**src/hgcb_pkg.sv**
```systemverilog
// How it works
// - Guest interrupt pending register is read-only, one hypervisor word wide.
// - Each pending bit summarizes one virtual hart; same index selects its enable.
// - Guest interrupt bit count is configurable, may be zero, never uses bit 0.
// - Enable bits count down to 1 writable; all other positions read zero.
// - Guest interrupt count is capped at 31 or 63 by word width.
// - Enable vector selects which pending bits raise the HS guest interrupt.
// - VS external source picked by the select field ignores the enable vector.
// - HS guest summary is one exactly when pending AND enable is nonzero.
// - VS external pending term is the pending bit indexed by the select field.
// - 64-bit environment configuration acts only while virtualization mode is on.
// - Bit 0 with virtualization makes fence I/O bits also cover memory.
// - Same setting orders acquire/release atomics to I/O regions as memory too.
// - Bit 62 enables page memory types; reads zero when the feature is absent.
// - Bit 61 enables hardware A/D updates, else they fault; zero if unsupported.
// - With 32-bit words, upper halves appear in alias registers; absent at 64 bits.
// - Clear counter bit with machine bit set traps guest counter reads.
// - Set counter bit permits the guest counter read unless blocked elsewhere.
// - In VU-mode both guest and supervisor counter bits must be set.
// - Counter-enable always exists; hardwired-zero bits make guest reads trap.
// - Guest time reads return real time plus the 64-bit offset.
// - Carry out of the time offset sum is dropped.
package hgcb_pkg;
  localparam int unsigned HGCB_ADR_W      = 8;
  localparam int unsigned HGCB_HYP_W32    = 32;
  localparam int unsigned HGCB_MAX_GIC_32 = 31;
  localparam int unsigned HGCB_MAX_GIC_64 = 63;
  // Register byte offsets
  localparam logic [7:0] OFS_PEND_LO   = 8'h00;
  localparam logic [7:0] OFS_PEND_UP   = 8'h04;
  localparam logic [7:0] OFS_EN_LO     = 8'h08;
  localparam logic [7:0] OFS_EN_UP     = 8'h0c;
  localparam logic [7:0] OFS_ENV_LO    = 8'h10;
  localparam logic [7:0] OFS_ENV_UP    = 8'h14;
  localparam logic [7:0] OFS_ENV_HIGH  = 8'h18;
  localparam logic [7:0] OFS_TOFS_LO   = 8'h20;
  localparam logic [7:0] OFS_TOFS_UP   = 8'h24;
  localparam logic [7:0] OFS_TOFS_HIGH = 8'h28;
  localparam logic [7:0] OFS_CNTEN     = 8'h30;
  // Field positions
  localparam int unsigned ENV_IO_FENCE_BIT  = 0;
  localparam int unsigned ENV_HW_AD_BIT     = 61;
  localparam int unsigned ENV_PAGE_TYPE_BIT = 62;
  localparam int unsigned CNT_CYCLE_BIT = 0;
  localparam int unsigned CNT_TIME_BIT  = 1;
  localparam int unsigned CNT_INSTR_BIT = 2;
  // Reset values
  localparam logic [63:0] RST_ENV   = 64'h0;
  localparam logic [63:0] RST_TOFS  = 64'h0;
  localparam logic [63:0] RST_EN    = 64'h0;
  localparam logic [31:0] RST_CNTEN = 32'h0;

  // Byte-lane merge of a bus write into one 32-bit word
  function automatic logic [31:0] hgcb_merge(input logic [31:0] old_w,
                                             input logic [31:0] new_w,
                                             input logic [3:0]  sel);
    logic [31:0] res;
    res = old_w;
    for (int b = 0; b < 4; b++)
    begin
      if (sel[b])
        res[b*8 +: 8] = new_w[b*8 +: 8];
    end
    return res;
  endfunction : hgcb_merge
endpackage : hgcb_pkg
```
**src/hgcb_counter_gate.sv**
```systemverilog
// Guest counter read permission and virtual-instruction fault
module hgcb_counter_gate
  import hgcb_pkg::*;
(
  // Clock and reset
  input  wire logic        clk_i,
  input  wire logic        rst_i,
  // Read request from the pipeline
  input  wire logic        read_i,
  input  wire logic [4:0]  index_i,
  input  wire logic        virt_i,
  input  wire logic        vu_i,
  // Enable vectors of three levels
  input  wire logic [31:0] mach_en_i,
  input  wire logic [31:0] guest_en_i,
  input  wire logic [31:0] sup_en_i,
  // Decision
  output logic             permit_o,
  output logic             fault_o
);
  wire logic m_bit = mach_en_i[index_i];
  wire logic h_bit = guest_en_i[index_i];
  wire logic s_bit = sup_en_i[index_i];
  // Machine-level refusal is another trap and is left to the core
  wire logic guest_ok = h_bit & (!vu_i | s_bit);
  wire logic permit   = read_i & m_bit & (!virt_i | guest_ok);
  wire logic fault    = read_i & virt_i & m_bit & !guest_ok;

  always_ff @(posedge clk_i)
  begin
    if (rst_i)
    begin
      permit_o <= 1'b0;
      fault_o  <= 1'b0;
    end
    else
    begin
      permit_o <= permit;
      fault_o  <= fault;
    end
  end
endmodule : hgcb_counter_gate

```
**src/hgcb_csr_bank.sv**
```systemverilog
// Hypervisor guest CSR bank for one hart, reached over classic Wishbone
module hgcb_csr_bank
  import hgcb_pkg::*;
#(
  parameter int unsigned HYP_WORD_WIDTH    = 64,
  parameter int unsigned GUEST_IRQ_COUNT   = 8,
  parameter bit          PBMT_PRESENT      = 1'b1,
  parameter bit          ADU_PRESENT       = 1'b1,
  parameter logic [31:0] COUNTER_IMPL_MASK = 32'hffff_ffff
)(
  // Clock and reset
  input  wire logic                  clk_i,
  input  wire logic                  rst_i,
  // Wishbone slave
  input  wire logic                  wb_cyc_i,
  input  wire logic                  wb_stb_i,
  input  wire logic                  wb_we_i,
  input  wire logic [HGCB_ADR_W-1:0] wb_adr_i,
  input  wire logic [3:0]            wb_sel_i,
  input  wire logic [31:0]           wb_dat_i,
  output logic [31:0]                wb_dat_o,
  output logic                       wb_ack_o,
  output logic                       wb_err_o,
  // Interrupt controller and hart status
  input  wire logic [63:0]           guest_irq_lines_i,
  input  wire logic [5:0]            vs_guest_irq_select_i,
  input  wire logic                  virt_mode_i,
  input  wire logic                  vu_mode_i,
  output logic                       hs_guest_irq_summary_o,
  output logic                       vs_external_pending_o,
  // Fence and atomic ordering, sets as {in/read pred, out/write pred, in succ, out succ}
  input  wire logic [3:0]            fence_io_set_i,
  input  wire logic [3:0]            fence_mem_set_i,
  input  wire logic                  amo_io_region_i,
  input  wire logic                  amo_aq_rl_i,
  output logic [3:0]                 fence_mem_set_o,
  output logic                       amo_order_memory_o,
  output logic                       io_fence_implies_memory_o,
  // Translation controls
  output logic                       page_memtype_enable_o,
  output logic                       hw_access_dirty_update_enable_o,
  // Counter access
  input  wire logic                  counter_read_i,
  input  wire logic [4:0]            counter_index_i,
  input  wire logic [31:0]           mach_counter_enable_i,
  input  wire logic [31:0]           sup_counter_enable_i,
  output logic                       counter_read_permit_o,
  output logic                       virt_instr_fault_o,
  // Time
  input  wire logic [63:0]           time_i,
  output logic [63:0]                guest_time_o
);
  // Capacity cap by word width
  localparam int unsigned MAX_GIC = (HYP_WORD_WIDTH == HGCB_HYP_W32) ?
                                    HGCB_MAX_GIC_32 : HGCB_MAX_GIC_64;
  localparam int unsigned GIC     = (GUEST_IRQ_COUNT > MAX_GIC) ?
                                    MAX_GIC : GUEST_IRQ_COUNT;
  localparam logic [6:0]  GIC_TOP = 7'(GIC + 1);
  // Bits count..1 live, bit 0 and everything above read zero
  localparam logic [63:0] IRQ_MASK = ((64'h1 << GIC_TOP) - 64'h1) & ~64'h1;
  localparam bit          HAS_ALIAS = (HYP_WORD_WIDTH == HGCB_HYP_W32);
  // Only the fence, page type and A/D bits are stored; the rest read zero
  localparam logic [63:0] ENV_WMASK = (64'h1 << ENV_IO_FENCE_BIT)
                                    | ({63'h0, PBMT_PRESENT} << ENV_PAGE_TYPE_BIT)
                                    | ({63'h0, ADU_PRESENT} << ENV_HW_AD_BIT);

  // Registers
  logic [63:0] en_reg;
  logic [63:0] en_next;
  logic [63:0] env_reg;
  logic [63:0] env_next;
  logic [63:0] tofs_reg;
  logic [63:0] tofs_next;
  logic [31:0] cnten_reg;
  logic [31:0] cnten_next;
  logic [31:0] dat_reg;
  logic        ack_reg;
  logic        err_reg;
  logic [63:0] time_reg;
  logic [3:0]  fence_reg;
  logic        amo_reg;
  logic        io_fence_reg;
  logic        memtype_reg;
  logic        ad_upd_reg;
  logic [63:0] pending;

  // Bus decode; a new request is taken only while no answer is showing
  wire logic req        = wb_cyc_i & wb_stb_i & !ack_reg & !err_reg;
  wire logic wr         = req & wb_we_i;
  wire logic hit_pnd_lo = (wb_adr_i == OFS_PEND_LO);
  wire logic hit_pnd_up = (wb_adr_i == OFS_PEND_UP);
  wire logic hit_en_lo  = (wb_adr_i == OFS_EN_LO);
  wire logic hit_en_up  = (wb_adr_i == OFS_EN_UP);
  wire logic hit_env_lo = (wb_adr_i == OFS_ENV_LO);
  wire logic hit_env_up = (wb_adr_i == OFS_ENV_UP)
                        | (HAS_ALIAS && (wb_adr_i == OFS_ENV_HIGH));
  wire logic hit_tof_lo = (wb_adr_i == OFS_TOFS_LO);
  wire logic hit_tof_up = (wb_adr_i == OFS_TOFS_UP)
                        | (HAS_ALIAS && (wb_adr_i == OFS_TOFS_HIGH));
  wire logic hit_cnten  = (wb_adr_i == OFS_CNTEN);
  wire logic mapped     = hit_pnd_lo | hit_pnd_up | hit_en_lo | hit_en_up
                        | hit_env_lo | hit_env_up | hit_tof_lo | hit_tof_up
                        | hit_cnten;

  // Write paths; pending has none, so writes to it are simply dropped
  assign en_next[31:0]    = (wr && hit_en_lo) ?
                            hgcb_merge(en_reg[31:0], wb_dat_i, wb_sel_i) : en_reg[31:0];
  assign en_next[63:32]   = (wr && hit_en_up) ?
                            hgcb_merge(en_reg[63:32], wb_dat_i, wb_sel_i) : en_reg[63:32];
  assign env_next[31:0]   = (wr && hit_env_lo) ?
                            hgcb_merge(env_reg[31:0], wb_dat_i, wb_sel_i) : env_reg[31:0];
  assign env_next[63:32]  = (wr && hit_env_up) ?
                            hgcb_merge(env_reg[63:32], wb_dat_i, wb_sel_i) : env_reg[63:32];
  assign tofs_next[31:0]  = (wr && hit_tof_lo) ?
                            hgcb_merge(tofs_reg[31:0], wb_dat_i, wb_sel_i) : tofs_reg[31:0];
  assign tofs_next[63:32] = (wr && hit_tof_up) ?
                            hgcb_merge(tofs_reg[63:32], wb_dat_i, wb_sel_i) : tofs_reg[63:32];
  assign cnten_next       = (wr && hit_cnten) ?
                            hgcb_merge(cnten_reg, wb_dat_i, wb_sel_i) : cnten_reg;

  // Read mux, AND-OR so unmapped lanes fall to zero
  wire logic [31:0] rd_word = ({32{hit_pnd_lo}} & pending[31:0])
                            | ({32{hit_pnd_up}} & pending[63:32])
                            | ({32{hit_en_lo}}  & en_reg[31:0])
                            | ({32{hit_en_up}}  & en_reg[63:32])
                            | ({32{hit_env_lo}} & env_reg[31:0])
                            | ({32{hit_env_up}} & env_reg[63:32])
                            | ({32{hit_tof_lo}} & tofs_reg[31:0])
                            | ({32{hit_tof_up}} & tofs_reg[63:32])
                            | ({32{hit_cnten}}  & cnten_reg);

  // Register storage; masks applied on the way in keep dead bits at zero
  always_ff @(posedge clk_i)
  begin
    if (rst_i)
    begin
      en_reg    <= RST_EN;
      env_reg   <= RST_ENV;
      tofs_reg  <= RST_TOFS;
      cnten_reg <= RST_CNTEN;
    end
    else
    begin
      en_reg    <= en_next & IRQ_MASK;
      env_reg   <= env_next & ENV_WMASK;
      tofs_reg  <= tofs_next;
      cnten_reg <= cnten_next & COUNTER_IMPL_MASK;
    end
  end

  // Bus answer: one cycle after the request, dropped the cycle after
  always_ff @(posedge clk_i)
  begin
    if (rst_i)
    begin
      ack_reg <= 1'b0;
      err_reg <= 1'b0;
      dat_reg <= 32'h0;
    end
    else
    begin
      ack_reg <= req & mapped;
      err_reg <= req & !mapped;
      dat_reg <= (req && !wb_we_i && mapped) ? rd_word : 32'h0;
    end
  end

  // Environment effects apply only in virtualization mode
  wire logic io_fence_act = virt_mode_i & env_reg[ENV_IO_FENCE_BIT];
  wire logic [3:0] fence_eff = fence_mem_set_i | (io_fence_act ? fence_io_set_i : 4'h0);
  wire logic amo_eff   = amo_io_region_i & amo_aq_rl_i & io_fence_act;

  // Hart-facing outputs, all registered; the time sum wraps on purpose
  always_ff @(posedge clk_i)
  begin
    if (rst_i)
    begin
      time_reg  <= 64'h0;
      fence_reg <= 4'h0;
      amo_reg   <= 1'b0;
      io_fence_reg <= 1'b0;
      memtype_reg  <= 1'b0;
      ad_upd_reg   <= 1'b0;
    end
    else
    begin
      time_reg  <= virt_mode_i ? (time_i + tofs_reg) : time_i;
      fence_reg <= fence_eff;
      amo_reg   <= amo_eff;
      io_fence_reg <= io_fence_act;
      memtype_reg  <= virt_mode_i & env_reg[ENV_PAGE_TYPE_BIT];
      ad_upd_reg   <= virt_mode_i & env_reg[ENV_HW_AD_BIT];
    end
  end

  hgcb_guest_irq #(
    .IRQ_MASK (IRQ_MASK)
  ) u_guest_irq (
    .clk_i     (clk_i),
    .rst_i     (rst_i),
    .lines_i   (guest_irq_lines_i),
    .enable_i  (en_reg),
    .select_i  (vs_guest_irq_select_i),
    .pending_o (pending),
    .summary_o (hs_guest_irq_summary_o),
    .vs_pend_o (vs_external_pending_o)
  );

  hgcb_counter_gate u_counter_gate (
    .clk_i      (clk_i),
    .rst_i      (rst_i),
    .read_i     (counter_read_i),
    .index_i    (counter_index_i),
    .virt_i     (virt_mode_i),
    .vu_i       (vu_mode_i),
    .mach_en_i  (mach_counter_enable_i),
    .guest_en_i (cnten_reg),
    .sup_en_i   (sup_counter_enable_i),
    .permit_o   (counter_read_permit_o),
    .fault_o    (virt_instr_fault_o)
  );

  assign wb_dat_o                        = dat_reg;
  assign wb_ack_o                        = ack_reg;
  assign wb_err_o                        = err_reg;
  assign guest_time_o                    = time_reg;
  assign fence_mem_set_o                 = fence_reg;
  assign amo_order_memory_o              = amo_reg;
  assign io_fence_implies_memory_o       = io_fence_reg;
  assign page_memtype_enable_o           = memtype_reg;
  assign hw_access_dirty_update_enable_o = ad_upd_reg;
endmodule : hgcb_csr_bank

```
**src/hgcb_guest_irq.sv**
```systemverilog
// Guest interrupt pending capture, HS summary and VS source selection
module hgcb_guest_irq
  import hgcb_pkg::*;
#(
  parameter logic [63:0] IRQ_MASK = 64'h0
)(
  // Clock and reset
  input  wire logic        clk_i,
  input  wire logic        rst_i,
  // Controller lines and control
  input  wire logic [63:0] lines_i,
  input  wire logic [63:0] enable_i,
  input  wire logic [5:0]  select_i,
  // Results
  output logic [63:0]      pending_o,
  output logic             summary_o,
  output logic             vs_pend_o
);
  logic [63:0] pend_reg;
  logic        summary_reg;
  logic        vs_reg;
  wire  logic  any_enabled = |(pend_reg & enable_i);

  // Pending bits only follow the controller; no bus path reaches them
  always_ff @(posedge clk_i)
  begin
    if (rst_i)
    begin
      pend_reg    <= 64'h0;
      summary_reg <= 1'b0;
      vs_reg      <= 1'b0;
    end
    else
    begin
      pend_reg    <= lines_i & IRQ_MASK;
      summary_reg <= any_enabled;
      vs_reg      <= pend_reg[select_i];
    end
  end

  assign pending_o = pend_reg;
  assign summary_o = summary_reg;
  assign vs_pend_o = vs_reg;
endmodule : hgcb_guest_irq

```
**config.mk**
```make
export PLATFORM = sky130hd
export DESIGN_NAME = hgcb_csr_bank
export DESIGN_NICKNAME = d
export VERILOG_FILES = /design/src/hgcb_pkg.sv /design/src/hgcb_counter_gate.sv /design/src/hgcb_csr_bank.sv /design/src/hgcb_guest_irq.sv
export SDC_FILE = /design/constraint.sdc
export NUM_CORES = 1
export LEC_CHECK = 0
export ABC_CLOCK_PERIOD_IN_PS = 4150
export BUFFER_PORTS_ARGS = -buffer_cell sky130_fd_sc_hd__buf_2
export CORE_AREA = 2 2 181 183
export CTS_CLUSTER_SIZE = 30
export DETAILED_ROUTE_END_ITERATION = 8
export DIE_AREA = 0 0 183 185
export PLACE_DENSITY = 0.64
export SLEW_MARGIN = 20
export SYNTH_ARGS = -nofsm -noshare
export SYNTH_HDL_FRONTEND = slang
export SYNTH_SLANG_ARGS = --single-unit
```
**constraint.sdc**
```tcl
create_clock -name clk_i -period 4.15 [get_ports clk_i]
set_input_delay 0.415 -clock clk_i [delete_from_list [all_inputs] [get_ports clk_i]]
set_output_delay 0.415 -clock clk_i [all_outputs]
set_load 0.02 [all_outputs]
```
; Word-level counts from Yosys, hierarchy flattened
; Index checks and enable logic that the tools add are counted.
[op_classes]
n_addsub = 1
eq_ne = 8
shifts = 0
bitwise = 47
mux = 10
div = 0
reduce_logical = 34
mul = 0
magnitude_cmp = 2
[ops]
columns = op, count
row1 = 32-bit OR, 8
row2 = 32-bit bitwise AND, 5
row3 = 64-bit adder, 1
row4 = 64-bit by 9-bit bitwise AND with 64-bit output, 1
row5 = 64-bit 2-to-1 mux, 1
row6 = 64-bit OR reduction, 1
row7 = 32-bit by 1-bit bitwise AND with 32-bit output, 1
row8 = 32-bit by 31-bit bitwise AND with 32-bit output, 1
row9 = 32-bit bitwise AND (second input constant), 1
row10 = 32-bit by 9-bit bitwise AND with 32-bit output, 1
row11 = 2-bit AND reduction, 16
row12 = 8-bit by 6-bit equality test with 1-bit output (second input constant), 3
row13 = 1-bit bitwise AND, 17
row14 = 8-bit by 4-bit equality test with 1-bit output (second input constant), 2
row15 = 8-bit by 5-bit equality test with 1-bit output (second input constant), 2
row16 = 1-bit binary-select mux with 5-bit select, 3
row17 = 1-bit OR, 10
row18 = 8-bit by 3-bit equality test with 1-bit output (second input constant), 1
row19 = 1-bit logical AND, 8
row20 = 8-bit logical NOT, 1
row21 = 1-bit logical NOT, 7
row22 = 6-bit by 7-bit < comparator with 1-bit output (second input constant), 1
row23 = 1-bit binary-select mux with 6-bit select, 1
row24 = 5-bit by 6-bit < comparator with 1-bit output (second input constant), 1
row25 = other kinds (5), 8
[word_totals]
in_bits = 265
out_inout_bits = 110
romBits = 0
latchBits = 0
ramBits = 0
reg_bits = 281
n_memories = 0

; Logic depth before layout (Yosys ltp)
; Gate-level depths: netlist of the first run.
[logic_depth]
depth_word = 12
mapped_depth = 12

; Modules after synthesis
; A second synthesis of the first run with hierarchy kept.
[hier_totals]
cells_unflattened = 1473
hier_area_um2 = 13377.8
[by_module_without_submodules]
columns = module, area_per_inst_um2, cells_per_inst, n_inst
row1 = hgcb_csr_bank, 11618.6, 1310, 1
row2 = hgcb_counter_gate, 954.7, 74, 1
row3 = hgcb_guest_irq, 804.5, 89, 1

; Worst setup path before layout of the first run
; Ideal clock, no wire load.
[synth_timing]
kind = input to register
from = input time_i[0]
to = register time_reg[54] (netlist: guest_time_o[54])
path_slack_ns = 1.079
setup_time_ns = 0.127
cell_stages = 12
t_arrival_ns = 2.944
n_path_buf = 0
cell_sequence = ha_1 -> fa_1 -> a21o_1 -> a21o_4 -> a21oi_4 -> nor4_4 -> o2111ai_1 -> a21o_1 -> o21a_4 -> o31ai_4 -> and4bb_2 -> or3_1
[synth_via]
elab_chain_len = 2
[synth_lines]
columns = item, line_no
row1 = from (decl), hgcb_csr_bank.sv:50  ; input wire logic [63:0] time_i,
row2 = 64-bit adder, hgcb_csr_bank.sv:187  ; time_reg <= virt_mode_i ? (time_i + tofs_reg) : time_i;
row3 = 64-bit 2-to-1 mux, hgcb_csr_bank.sv:187
row4 = to (signal assigned), hgcb_csr_bank.sv:187
row5 = to (decl), hgcb_csr_bank.sv:79  ; logic [63:0] time_reg;
; Every way passes these cells.
; A chain may end at the register's enable or synchronous reset.

; Worst setup path in the final report of the first run
[layout_timing]
from = register tofs_reg[0]
to = register time_reg[54] (netlist: guest_time_o[54])
[layout_via]
elab_chain_len = 2
[layout_lines]
columns = item, line_no
row1 = from (decl), hgcb_csr_bank.sv:72  ; logic [63:0] tofs_reg;
row2 = from (signal assigned), hgcb_csr_bank.sv:146  ; tofs_reg <= tofs_next;
row3 = 64-bit adder, hgcb_csr_bank.sv:187
row4 = 64-bit 2-to-1 mux, hgcb_csr_bank.sv:187
; Every way passes these cells.

==> impl.org, run 1 <==
** Global routing
- Pin count of the biggest net entering global routing :: 106
- Antenna violations before repair :: 11
- Across every metal layer, demand over resource in global routing totals 0.249.
- The number of global-route vias before repair was 11,722.
- First-pass GRT wire length :: 65,600 um
- Overflow left after global routing :: 0

** Die
- In this run the vertical extent of the chip is 185 um.
- Effective utilization at floorplan :: 0.393
- Cell Rows :: 66
- Number of I/O pins :: 375
- The die is 183 um wide.
- The floorplan step defined a die boundary enclosing 0.0339 mm2.
- The region available for standard cell placement spans 0.0320 mm2.

** Routing
- Total length of routed wires :: 43,400 um
- Count of nets left with antenna violations after detail routing :: 0
- For this block, the initial DRC count from the detailed router was 1,255.
- In the final routed layout, each cell accounts on average for 19.8 um.
- After detailed routing, the number of remaining DRC violations is 0.
- Mean number of vias per cell :: 5.61
- Via count :: 12,313
- Number of detailed-route iterations in the first pass :: 6

** Setup path
- The worst setup path is captured at a flop.
- The worst setup path is of the reg2reg kind.
- At the worst endpoint, the arrival time is 3.83 ns.
- Data on the critical path is required at its endpoint by 4.56 ns.
- STA classifies the critical path startpoint as a flop.
- Maximum fanout along the worst path :: 6

** Synthesis
- Cell count after synthesis :: 1,486
- Async set or reset register ratio after synthesis :: 0
- Counting distinct cell types in the post-synthesis netlist gives 84.
- The synthesized design contains 225 register bits.
- Number of enable flip-flop cells after synthesis :: 0
- Yosys printed 0 warnings.
- Seq/Total Area, Yosys :: 0.358
- Top FF cell, synth :: sky130_fd_sc_hd__dfxtp_1
- Post-Syn Area :: 0.0126 mm2
- Post-Syn Area per Cell :: 8.47 um2
- Post-synth net total :: 1,815

** Clocking
- CTS buffer count :: 27
- # H-tree levels :: 1
- Number of setup buffers added after CTS :: 0
- Hold-fix buffer count after cts :: 0
- TritonCTS built the clock tree.
- Clock root buffer :: sky130_fd_sc_hd__clkbuf_16
- The clock passes through at most 3 buffers.
- Worst-skew pair later-pin latency :: 0.55 ns
- Post-CTS clock slew at the launch and capture registers of the worst setup and hold paths :: 0.06 ns
- Once the clock tree was built, the resizer swapped 0 gates to a different size.
- Counting every sink on the clock net gives 225.

** Outcome
- The run finished with clean final reports.

** Hold path
- Worst min path class :: in2reg

** Finish
- Leaving out filler cells and counting taps, the final layout contains 2,193.
- Area growth, synth to finish :: 21.5%
- The multi-input combinational cells in the finished layout cover a total of 0.00762 mm2.
- Utilization after layout :: 0.478
- In the final layout, the share of cells above drive strength 1 is 0.243.
- Once layout is done, the placed cells without fillers occupy 0.0153 mm2.
- The layout has 3,170 filler cells.
- Post-layout net count :: 2,089
- Summing all flip-flop and latch instances after layout gives 0.00450 mm2.

** Timing
- The worst path meets setup with 0.723 ns of slack.
- Post-Route Setup TNS :: 0 ns
- F_max :: 292 MHz
- Setup repair after global routing left no endpoint under its margin.
- The number of max-slew violations in the final report is 0.
- The number of endpoints with negative hold slack in the final report came to 0.
- Worst clock skew on the final layout :: 0.0236 ns
- Share of the cycle needed by the critical path after routing :: 0.826
- Relative slew margins :: 0.374
- The worst path needs 3.43 ns of the cycle, external delays included.
- At the pin with the least slew margin, the transition time is 0.938 ns.
- Endpoints failing setup :: 0

** Placed design
- Setup WS pre-CTS :: 0.624 ns
- Port buffer count :: 318
- Number of placed instances, taps included :: 2,138
- After detailed placement, the total cell area comes to 0.0144 mm2.
- Last weighted congestion value of the routability-driven placer :: 0.949
- Sum of net half-perimeters after detailed placement :: 34,000 um

** Job
- Max cap viols :: 0

** Power
- Switching part of the total power :: 0.254
- Summed over all cells, the static leakage comes to 0.00658 uW.
- Of the total power, the clock network draws 0.452.
- The analysis attributes to net switching a power of 1300 uW.
- VDD sags by at most 244 uV.
- Sequential share of power :: 0.433
- Dividing total power by cell area gives a power density of 336 mW/mm2.
- Logic pwr share :: 0.115
- Internal power summed over all cells :: 3830 uW
[layout by cell type (no fill, tap or decap), types with 17 or more instances in the layout]
master	instances
sky130_fd_sc_hd__ha_1	63
sky130_fd_sc_hd__a31oi_1	18
sky130_fd_sc_hd__xnor2_1	31
sky130_fd_sc_hd__a22oi_1	19
sky130_fd_sc_hd__mux4_2	31
sky130_fd_sc_hd__mux2i_1	56
sky130_fd_sc_hd__a21oi_1	168
sky130_fd_sc_hd__o21ai_0	41
sky130_fd_sc_hd__nor2_1	138
sky130_fd_sc_hd__nand4_1	18
sky130_fd_sc_hd__buf_2	316
sky130_fd_sc_hd__dfxtp_1	225
sky130_fd_sc_hd__inv_1	17
sky130_fd_sc_hd__a21o_1	35
sky130_fd_sc_hd__clkbuf_16	27
sky130_fd_sc_hd__nand3_1	21
sky130_fd_sc_hd__a222oi_1	26
sky130_fd_sc_hd__nand2_1	283
sky130_fd_sc_hd__xor2_1	20
[through the flow]
step | hold WS, ns | power, uW
2_1_floorplan | 0.438 | 2620
3_3_place_gp | 0.450 | 2850
3_5_place_dp | 0.461 | 2860
4_1_cts | 0.0383 | 5180
5_1_grt | 0.0397 | 5320
6_report | 0.0460 | 5140
[area by class of cell]
cell class,instances,area share
Sequential cell,225,0.294
Clock buffer,38,0.0514
Antenna cell,7,0.00114
Clock inverter,9,0.00572
Multi-Input combinational cell,1159,0.498
Tap cell,408,0.0334
Inverter,17,0.00417
Timing Repair Buffer,330,0.112
[Yosys cell counts (3+ instances only)]
library cell                instances  share of area
sky130_fd_sc_hd__clkbuf_8           3         0.0033
sky130_fd_sc_hd__a211oi_1           7         0.0042
sky130_fd_sc_hd__xnor2_1           31          0.022
sky130_fd_sc_hd__and2_1            13         0.0065
sky130_fd_sc_hd__nor3b_1            9         0.0054
sky130_fd_sc_hd__xor2_1            20          0.014
sky130_fd_sc_hd__nand3_1           21         0.0083
sky130_fd_sc_hd__buf_1              6         0.0018
sky130_fd_sc_hd__a21oi_1          168          0.067
sky130_fd_sc_hd__nand4_1           18         0.0089
sky130_fd_sc_hd__mux2i_1           56          0.045
sky130_fd_sc_hd__o21bai_1          15         0.0089
sky130_fd_sc_hd__nand2b_1          12         0.0060
sky130_fd_sc_hd__o2111ai_1          3         0.0021
sky130_fd_sc_hd__and3_1             6         0.0030
sky130_fd_sc_hd__nand3b_1           4         0.0024
sky130_fd_sc_hd__o211ai_1           8         0.0048
sky130_fd_sc_hd__nor4_1             5         0.0025
sky130_fd_sc_hd__buf_2             10         0.0040
sky130_fd_sc_hd__nor3_1            11         0.0044
sky130_fd_sc_hd__o22ai_1            6         0.0030
sky130_fd_sc_hd__a22oi_1           19          0.011
sky130_fd_sc_hd__a222oi_1          26          0.021
sky130_fd_sc_hd__a41oi_1            5         0.0035
sky130_fd_sc_hd__or2_2              3         0.0015
sky130_fd_sc_hd__buf_6              4         0.0036
sky130_fd_sc_hd__a31oi_1           18         0.0089
sky130_fd_sc_hd__a21o_1            35          0.021
sky130_fd_sc_hd__nor2_1           138          0.041
sky130_fd_sc_hd__ha_1              63          0.063
sky130_fd_sc_hd__o21ai_0           41          0.016
sky130_fd_sc_hd__inv_1             17         0.0051
sky130_fd_sc_hd__o21a_1            10         0.0060
sky130_fd_sc_hd__nand2_1          283          0.084
sky130_fd_sc_hd__mux4_2            31          0.055
sky130_fd_sc_hd__o21ai_1            3         0.0012
sky130_fd_sc_hd__clkbuf_1          58          0.017
sky130_fd_sc_hd__dfxtp_1          225           0.36
sky130_fd_sc_hd__nor2b_1           15         0.0075
sky130_fd_sc_hd__or3_1              6         0.0030
[worst paths after layout]
check	slack (ns)	start	endpoint	cells after the start
worst min-delay path	0.05	vs_guest_irq_select_i[4]	u_guest_irq.vs_pend_o$_SDFF_PP0_	2
worst max-delay path	0.72	tofs_reg[0]$_SDFFE_PP0P_	guest_time_o[54]$_SDFF_PP0_	12
worst max register to register	0.72	tofs_reg[0]$_SDFFE_PP0P_	guest_time_o[54]$_SDFF_PP0_	12
worst min register to register	0.47	env_reg[62]$_SDFFE_PP0P_	env_reg[62]$_SDFFE_PP0P_	2
[cell families (layout without fill, tap and decap cells)]
| logic type | Yosys count | in the layout | synth area share |
|---|---|---|---|
| other | 0 | 7 | 0 |
| and+or+nand+nor | 554 | 554 | 0.193 |
| buffers and inverters | 102 | 394 | 0.0379 |
| xor gates and xnor gates | 51 | 51 | 0.0355 |
| AOI/OAI and AO/OA | 400 | 400 | 0.209 |
| muxes | 90 | 90 | 0.103 |
| adders and majority gates | 64 | 64 | 0.0642 |
| DFF | 225 | 225 | 0.358 |
[per-layer routing]
metal  vias to the layer above  track usage  routed length, um
met5                         -            0                 69
li1                       5943            -                  -
met2                       545        0.423              20300
met3                        81       0.0539               3730
met4                        12       0.0755               1160
met1                      5732        0.315              18200
[critical path: stages, from the launching register on]
cell                        delay, ns
sky130_fd_sc_hd__dfxtp_1         0.36
sky130_fd_sc_hd__ha_1            0.25
sky130_fd_sc_hd__fa_1            0.41
sky130_fd_sc_hd__a21o_1          0.20
sky130_fd_sc_hd__a21o_4          0.23
sky130_fd_sc_hd__a21oi_4         0.23
sky130_fd_sc_hd__nor4_4          0.08
sky130_fd_sc_hd__o2111ai_1       0.27
sky130_fd_sc_hd__a21o_1          0.31
sky130_fd_sc_hd__o21a_4          0.22
sky130_fd_sc_hd__o31ai_4         0.11
sky130_fd_sc_hd__and4bb_2        0.23
sky130_fd_sc_hd__or3_1           0.37
[power by group through the flow]
stage	Clock (uW)	Sequential (uW)	Combinational (uW)
5_1_grt	2450	2230	641
6_report	2320	2230	589
2_1_floorplan	0	2330	292
4_1_cts	2360	2230	590
3_5_place_dp	0	2270	587
3_3_place_gp	0	2270	581
No activity file was read; power rests on OpenSTA's default activity.
==> run 2: changes to the inputs <==
ABC_AREA = 1   (was not set)
ABC_CLOCK_PERIOD_IN_PS = 3000   (was 4150)
CORE_AREA = 2 2 197 199   (was 2 2 181 183)
DIE_AREA = 0 0 199 201   (was 0 0 183 185)
PLACE_DENSITY = 0.65   (was 0.64)
clock period = 3 ns   (was 4.15 ns; I/O delays follow)
==> run 2 against run 1 <==
  * Non-clock buffer count is 26 higher
  * Worst setup slack worse by 0.51 ns
  * Final cell count is 55% higher
  * Critical path type is now in2reg
  * Die area is 18% higher
==> impl.org, run 2 <==
** Synthesis
- By area the synthesized netlist is led by sky130_fd_sc_hd__dfxtp_1 (30%), sky130_fd_sc_hd__nand2_1 (17%), sky130_fd_sc_hd__inv_1 (12%).
- In this run the cell area of the synthesized design comes to 0.0151 mm2.
- The number of nets handed over by synthesis was 2,871.
- For this run, the number of Yosys warnings is 0.
- Cell count after synthesis :: 2,542
- After synthesis, the share of cell area in mux cells is 0.
- Number of enable flip-flop cells after synthesis :: 0
- By area, the combinational part of the netlist is dominated by simple AND/OR/NAND/NOR gates.
- Library cells used by synthesis :: 47
- Of the total synthesized cell area, the portion taken by XOR and XNOR cells is 0.0180.
- Simple-gate portion of the synthesized area :: 0.321
- In this run the mean area of a mapped cell was 5.92 um2.
- Most used standard cells in the synthesized netlist :: sky130_fd_sc_hd__nand2_1 (690), sky130_fd_sc_hd__inv_1 (496), sky130_fd_sc_hd__nor2_1 (353), sky130_fd_sc_hd__dfxtp_1 (225), sky130_fd_sc_hd__o21ai_0 (182)
- The most common cell in the synthesized netlist is sky130_fd_sc_hd__nand2_1.
- Seq/Total Area, Yosys :: 0.299
- Synthesized-area fraction occupied by ao, oa, aoi and oai cells :: 0.161
- Share of the synthesized area in the top cell type :: 0.299
- Top FF cell, synth :: sky130_fd_sc_hd__dfxtp_1
- sky130_fd_sc_hd__dfxtp_1 takes more of the synthesized area than any other cell.
- After synthesis the netlist holds a flip-flop and latch count of 225.
- Share of synthesized cell area in full adder, half adder and majority cells :: 0.0537
- Async set or reset register ratio after synthesis :: 0

** Timing
- Setup repair after global routing left no endpoint under its margin.
- For the pin with the worst max-slew slack, the measured transition is 0.873 ns.
- The smallest clock period supported by the final layout is computed as 2.79 ns.
- Setup violations remaining at the end of the flow were counted as 0.
- Worst clock skew on the final layout :: 0.0133 ns
- Relative slew margins :: 0.413
- Timing would allow up to 359 MHz.
- Number of max-slew violations in the final report :: 0
- After routing, the total negative slack on setup checks comes to 0 ns.
- Hold Fails Final Rpt :: 0
- Share of the cycle needed by the critical path after routing :: 0.928

** Die
- The die is 201 um tall.
- The initialized floorplan defines 72 standard-cell rows.
- Effective utilization at floorplan :: 0.395
- Die width :: 199 um
- Die area :: 0.0400 mm2
- Floorplan Core Area :: 0.0381 mm2
- Number of I/O pins :: 375

** Power
- VDD sags by at most 481 uV.
- Clock network fraction of design power :: 0.464
- Power spread over the standard cell area amounts to 414 mW/mm2.
- Post-layout total power :: 7570 uW
- Logic pwr share :: 0.129
- Summed over all nets, the switching power comes to 2030 uW.
- Internal power summed over all cells :: 5540 uW
- Of the total power, the share spent switching nets is 0.268.
- Standby leakage power :: 0.0100 uW
- Of the total power, registers draw 0.407.

** Clocking
- At the later pin of the worst-skew pair, clock insertion delay measures 0.56 ns.
- Number of buffers on the longest clock path :: 3
- The tree is rooted in a sky130_fd_sc_hd__clkbuf_16.
- Post-CTS timing repair inserted 0 buffers for setup.
- Clock-pin slew was measured on the worst setup and hold paths at 0.06 ns.
- CTS saw 225 sinks.
- The number of hold buffers added after CTS was 21.
- Number of resized instances in the post-cts repair step :: 0
- TritonCTS built the clock tree.
- # H-tree levels :: 1
- Counting the buffers created by CTS gives 27.

** Placed design
- Sum of net half-perimeters after detailed placement :: 49,300 um
- Port buffer count :: 318
- The number of placed instances, taps included, is 3,322.
- Last weighted congestion value of the routability-driven placer :: 1.01

** Setup path
- FF-to-FF setup slack :: 0.29 ns
- Data required time at the worst endpoint :: 3.45 ns
- For the worst flop-to-flop path, the logic depth is 14.
- The critical path is of the in2reg type.
- The worst setup path is captured at a flop.
- On the worst path, the slowest cell contributes a delay of 0.53 ns.
- Top cell family by delay on the critical path :: simple AND/OR/NAND/NOR gates
- Together, buffers and inverters on the worst path number 3.
- Along the worst path, the maximum fanout reaches 4.
- The worst register-to-register path begins at tofs_reg[0]$_SDFFE_PP0P_.
- Chain of cells forming the critical path :: dlygate4sd3_1 -> buf_2 -> ha_1 -> fa_1 -> nand3_1 -> nand3_1 -> nand2_1 -> nand2_1 -> nand2_1 -> nand3_1 -> nand3_1 -> nand2_1 -> nand2_1 -> nand3_1 -> nand2_1 -> inv_1
- Setup crit start kind :: input pin
- In this run the critical register-to-register path is captured at guest_time_o[56]$_SDFF_PP0_.
- Most frequent CP cell :: sky130_fd_sc_hd__nand2_1
- For this design, the slowest cell found on the critical path is sky130_fd_sc_hd__dlygate4sd3_1.
- Endpoint arrival time on the critical path :: 3.24 ns

** Routing
- Starting DRC count in detailed routing :: 1,134
- After detailed routing, the number of remaining DRC violations is 0.
- Across all layers, the routed design uses 16,917 vias.
- Total length of routed wires :: 59,600 um
- The first TritonRoute pass finished after 6 iterations.
- After detailed routing, the average wire length per cell comes to 17.6 um.
- Count of nets left with antenna violations after detail routing :: 0
- Dividing the detail-routed via count by the number of cells gives 4.98.

** Global routing
- The number of antenna violations at the first check in global routing came to 1.
- Across every metal layer, demand over resource in global routing totals 0.297.
- The first global-routing pass estimated 90,900 um of wire.
- Entering global routing, the biggest net connects 101 pins.
- For this run the aggregate overflow at the end of global routing stands at 0.
- The number of global-route vias before repair was 16,142.

** Outcome
- The run finished with clean final reports.

** Job
- Across the run, the number of max-cap violations was 0.

** Finish
- Leading cell type in the layout, fill and taps excluded :: sky130_fd_sc_hd__nand2_1
- The filler cells instantiated in the layout total 4,086.
- In the layout the commonest cells are sky130_fd_sc_hd__nand2_1 (690), sky130_fd_sc_hd__inv_1 (495), sky130_fd_sc_hd__nor2_1 (353).
- Layout cells sized above 1 :: 0.145
- Post-layout net count :: 3,183
- Leaving out filler cells and counting taps, the final layout contains 3,394.
- Relative to the synthesized area, the layout overhead comes to 21.6%.

** Hold path
- The worst hold path passes through 2 cells.
- The worst hold path terminates at amo_order_memory_o$_SDFF_PP0_.
- Worst Min Path Start :: amo_aq_rl_i
- The min-delay analysis places its worst path in the category in2reg.
[run 2: cell count changes after synthesis, moves of 34 or more]
| cell | change |
|---|---|
| sky130_fd_sc_hd__a21o_1 | -34 |
| sky130_fd_sc_hd__nor2_1 | +215 |
| sky130_fd_sc_hd__o21ai_0 | +141 |
| sky130_fd_sc_hd__nand3_1 | +79 |
| sky130_fd_sc_hd__mux2i_1 | -56 |
| sky130_fd_sc_hd__inv_1 | +479 |
| sky130_fd_sc_hd__nand2_1 | +407 |
[run 2: routing by layer]
| layer | vias to the layer above | share of wire | global-route usage | wire (um) |
|---|---|---|---|---|
| li1 | 8522 | - | - | - |
| met1 | 7670 | 0.41 | 0.361 | 24500 |
| met2 | 620 | 0.49 | 0.527 | 29000 |
| met3 | 103 | 0.066 | 0.0449 | 3930 |
| met4 | 2 | 0.037 | 0.102 | 2190 |
| met5 | - | 0.00025 | 0 | 15 |
[run 2: power groups by stage]
| stage | Sequential, uW | Combinational (uW) | Clock (uW) |
|---|---|---|---|
| after floorplan | 3230 | 454 | 0 |
| after global placement | 3150 | 950 | 0 |
| after detailed placement | 3150 | 959 | 0 |
| after CTS | 3080 | 982 | 3570 |
| after global routing | 3090 | 1090 | 3710 |
| final | 3080 | 980 | 3510 |
[run 2: worst reg2reg max path: cells and delay by family, from the launching register on]
| kind | cells | cell delay (ns) |
|---|---|---|
| and+or+nand+nor | 11 | 1.52 |
| adders and majority gates | 2 | 0.71 |
| DFF | 1 | 0.33 |
| buffers and inverters | 1 | 0.04 |
[run 2: final cells by class]
type                    instances  area (um2)  share of cell area
diodes                          1        2.50            0.000137
clock buffers                  34         752              0.0411
clock inverters                16         215              0.0118
inverters                     504        1900               0.104
multi-input cells            1740        8340               0.456
flip-flops and latches        225        4500               0.246
well taps                     518         648              0.0354
repair buffers                356        1940               0.106
[run 2: logic make-up after synthesis]
family                     count (synthesis)
xor gates and xnor gates                  31
adders and majority gates                 64
and+or+nand+nor                         1205
DFF                                      225
buffers and inverters                    577
AOI/OAI and AO/OA                        440
[run 2: metrics by stage]
step,utilization,setup WS [ns],hold slack [ns],instance area [um2]
after floorplan,-,0.985,0.377,15100
after global placement,0.449,0.289,0.445,17100
after detailed placement,0.449,0.272,0.455,17100
final,0.480,0.215,0.0242,18300
after CTS,0.480,0.283,0.00350,18300
after global routing,0.480,0.0403,0.00828,18300
[run 2: how the worst max path moves through the flow]
stage                                        endpoint  startpoint  cells past startpoint  slack [ns]
final                     guest_time_o[56]$_SDFF_PP0_   time_i[0]                     16        0.21
after global routing      guest_time_o[56]$_SDFF_PP0_   time_i[0]                     16        0.04
after floorplan           guest_time_o[40]$_SDFF_PP0_   time_i[0]                     14        0.98
after global placement    guest_time_o[56]$_SDFF_PP0_   time_i[0]                     15        0.29
after detailed placement  guest_time_o[56]$_SDFF_PP0_   time_i[0]                     15        0.27
after CTS                 guest_time_o[56]$_SDFF_PP0_   time_i[0]                     16        0.28
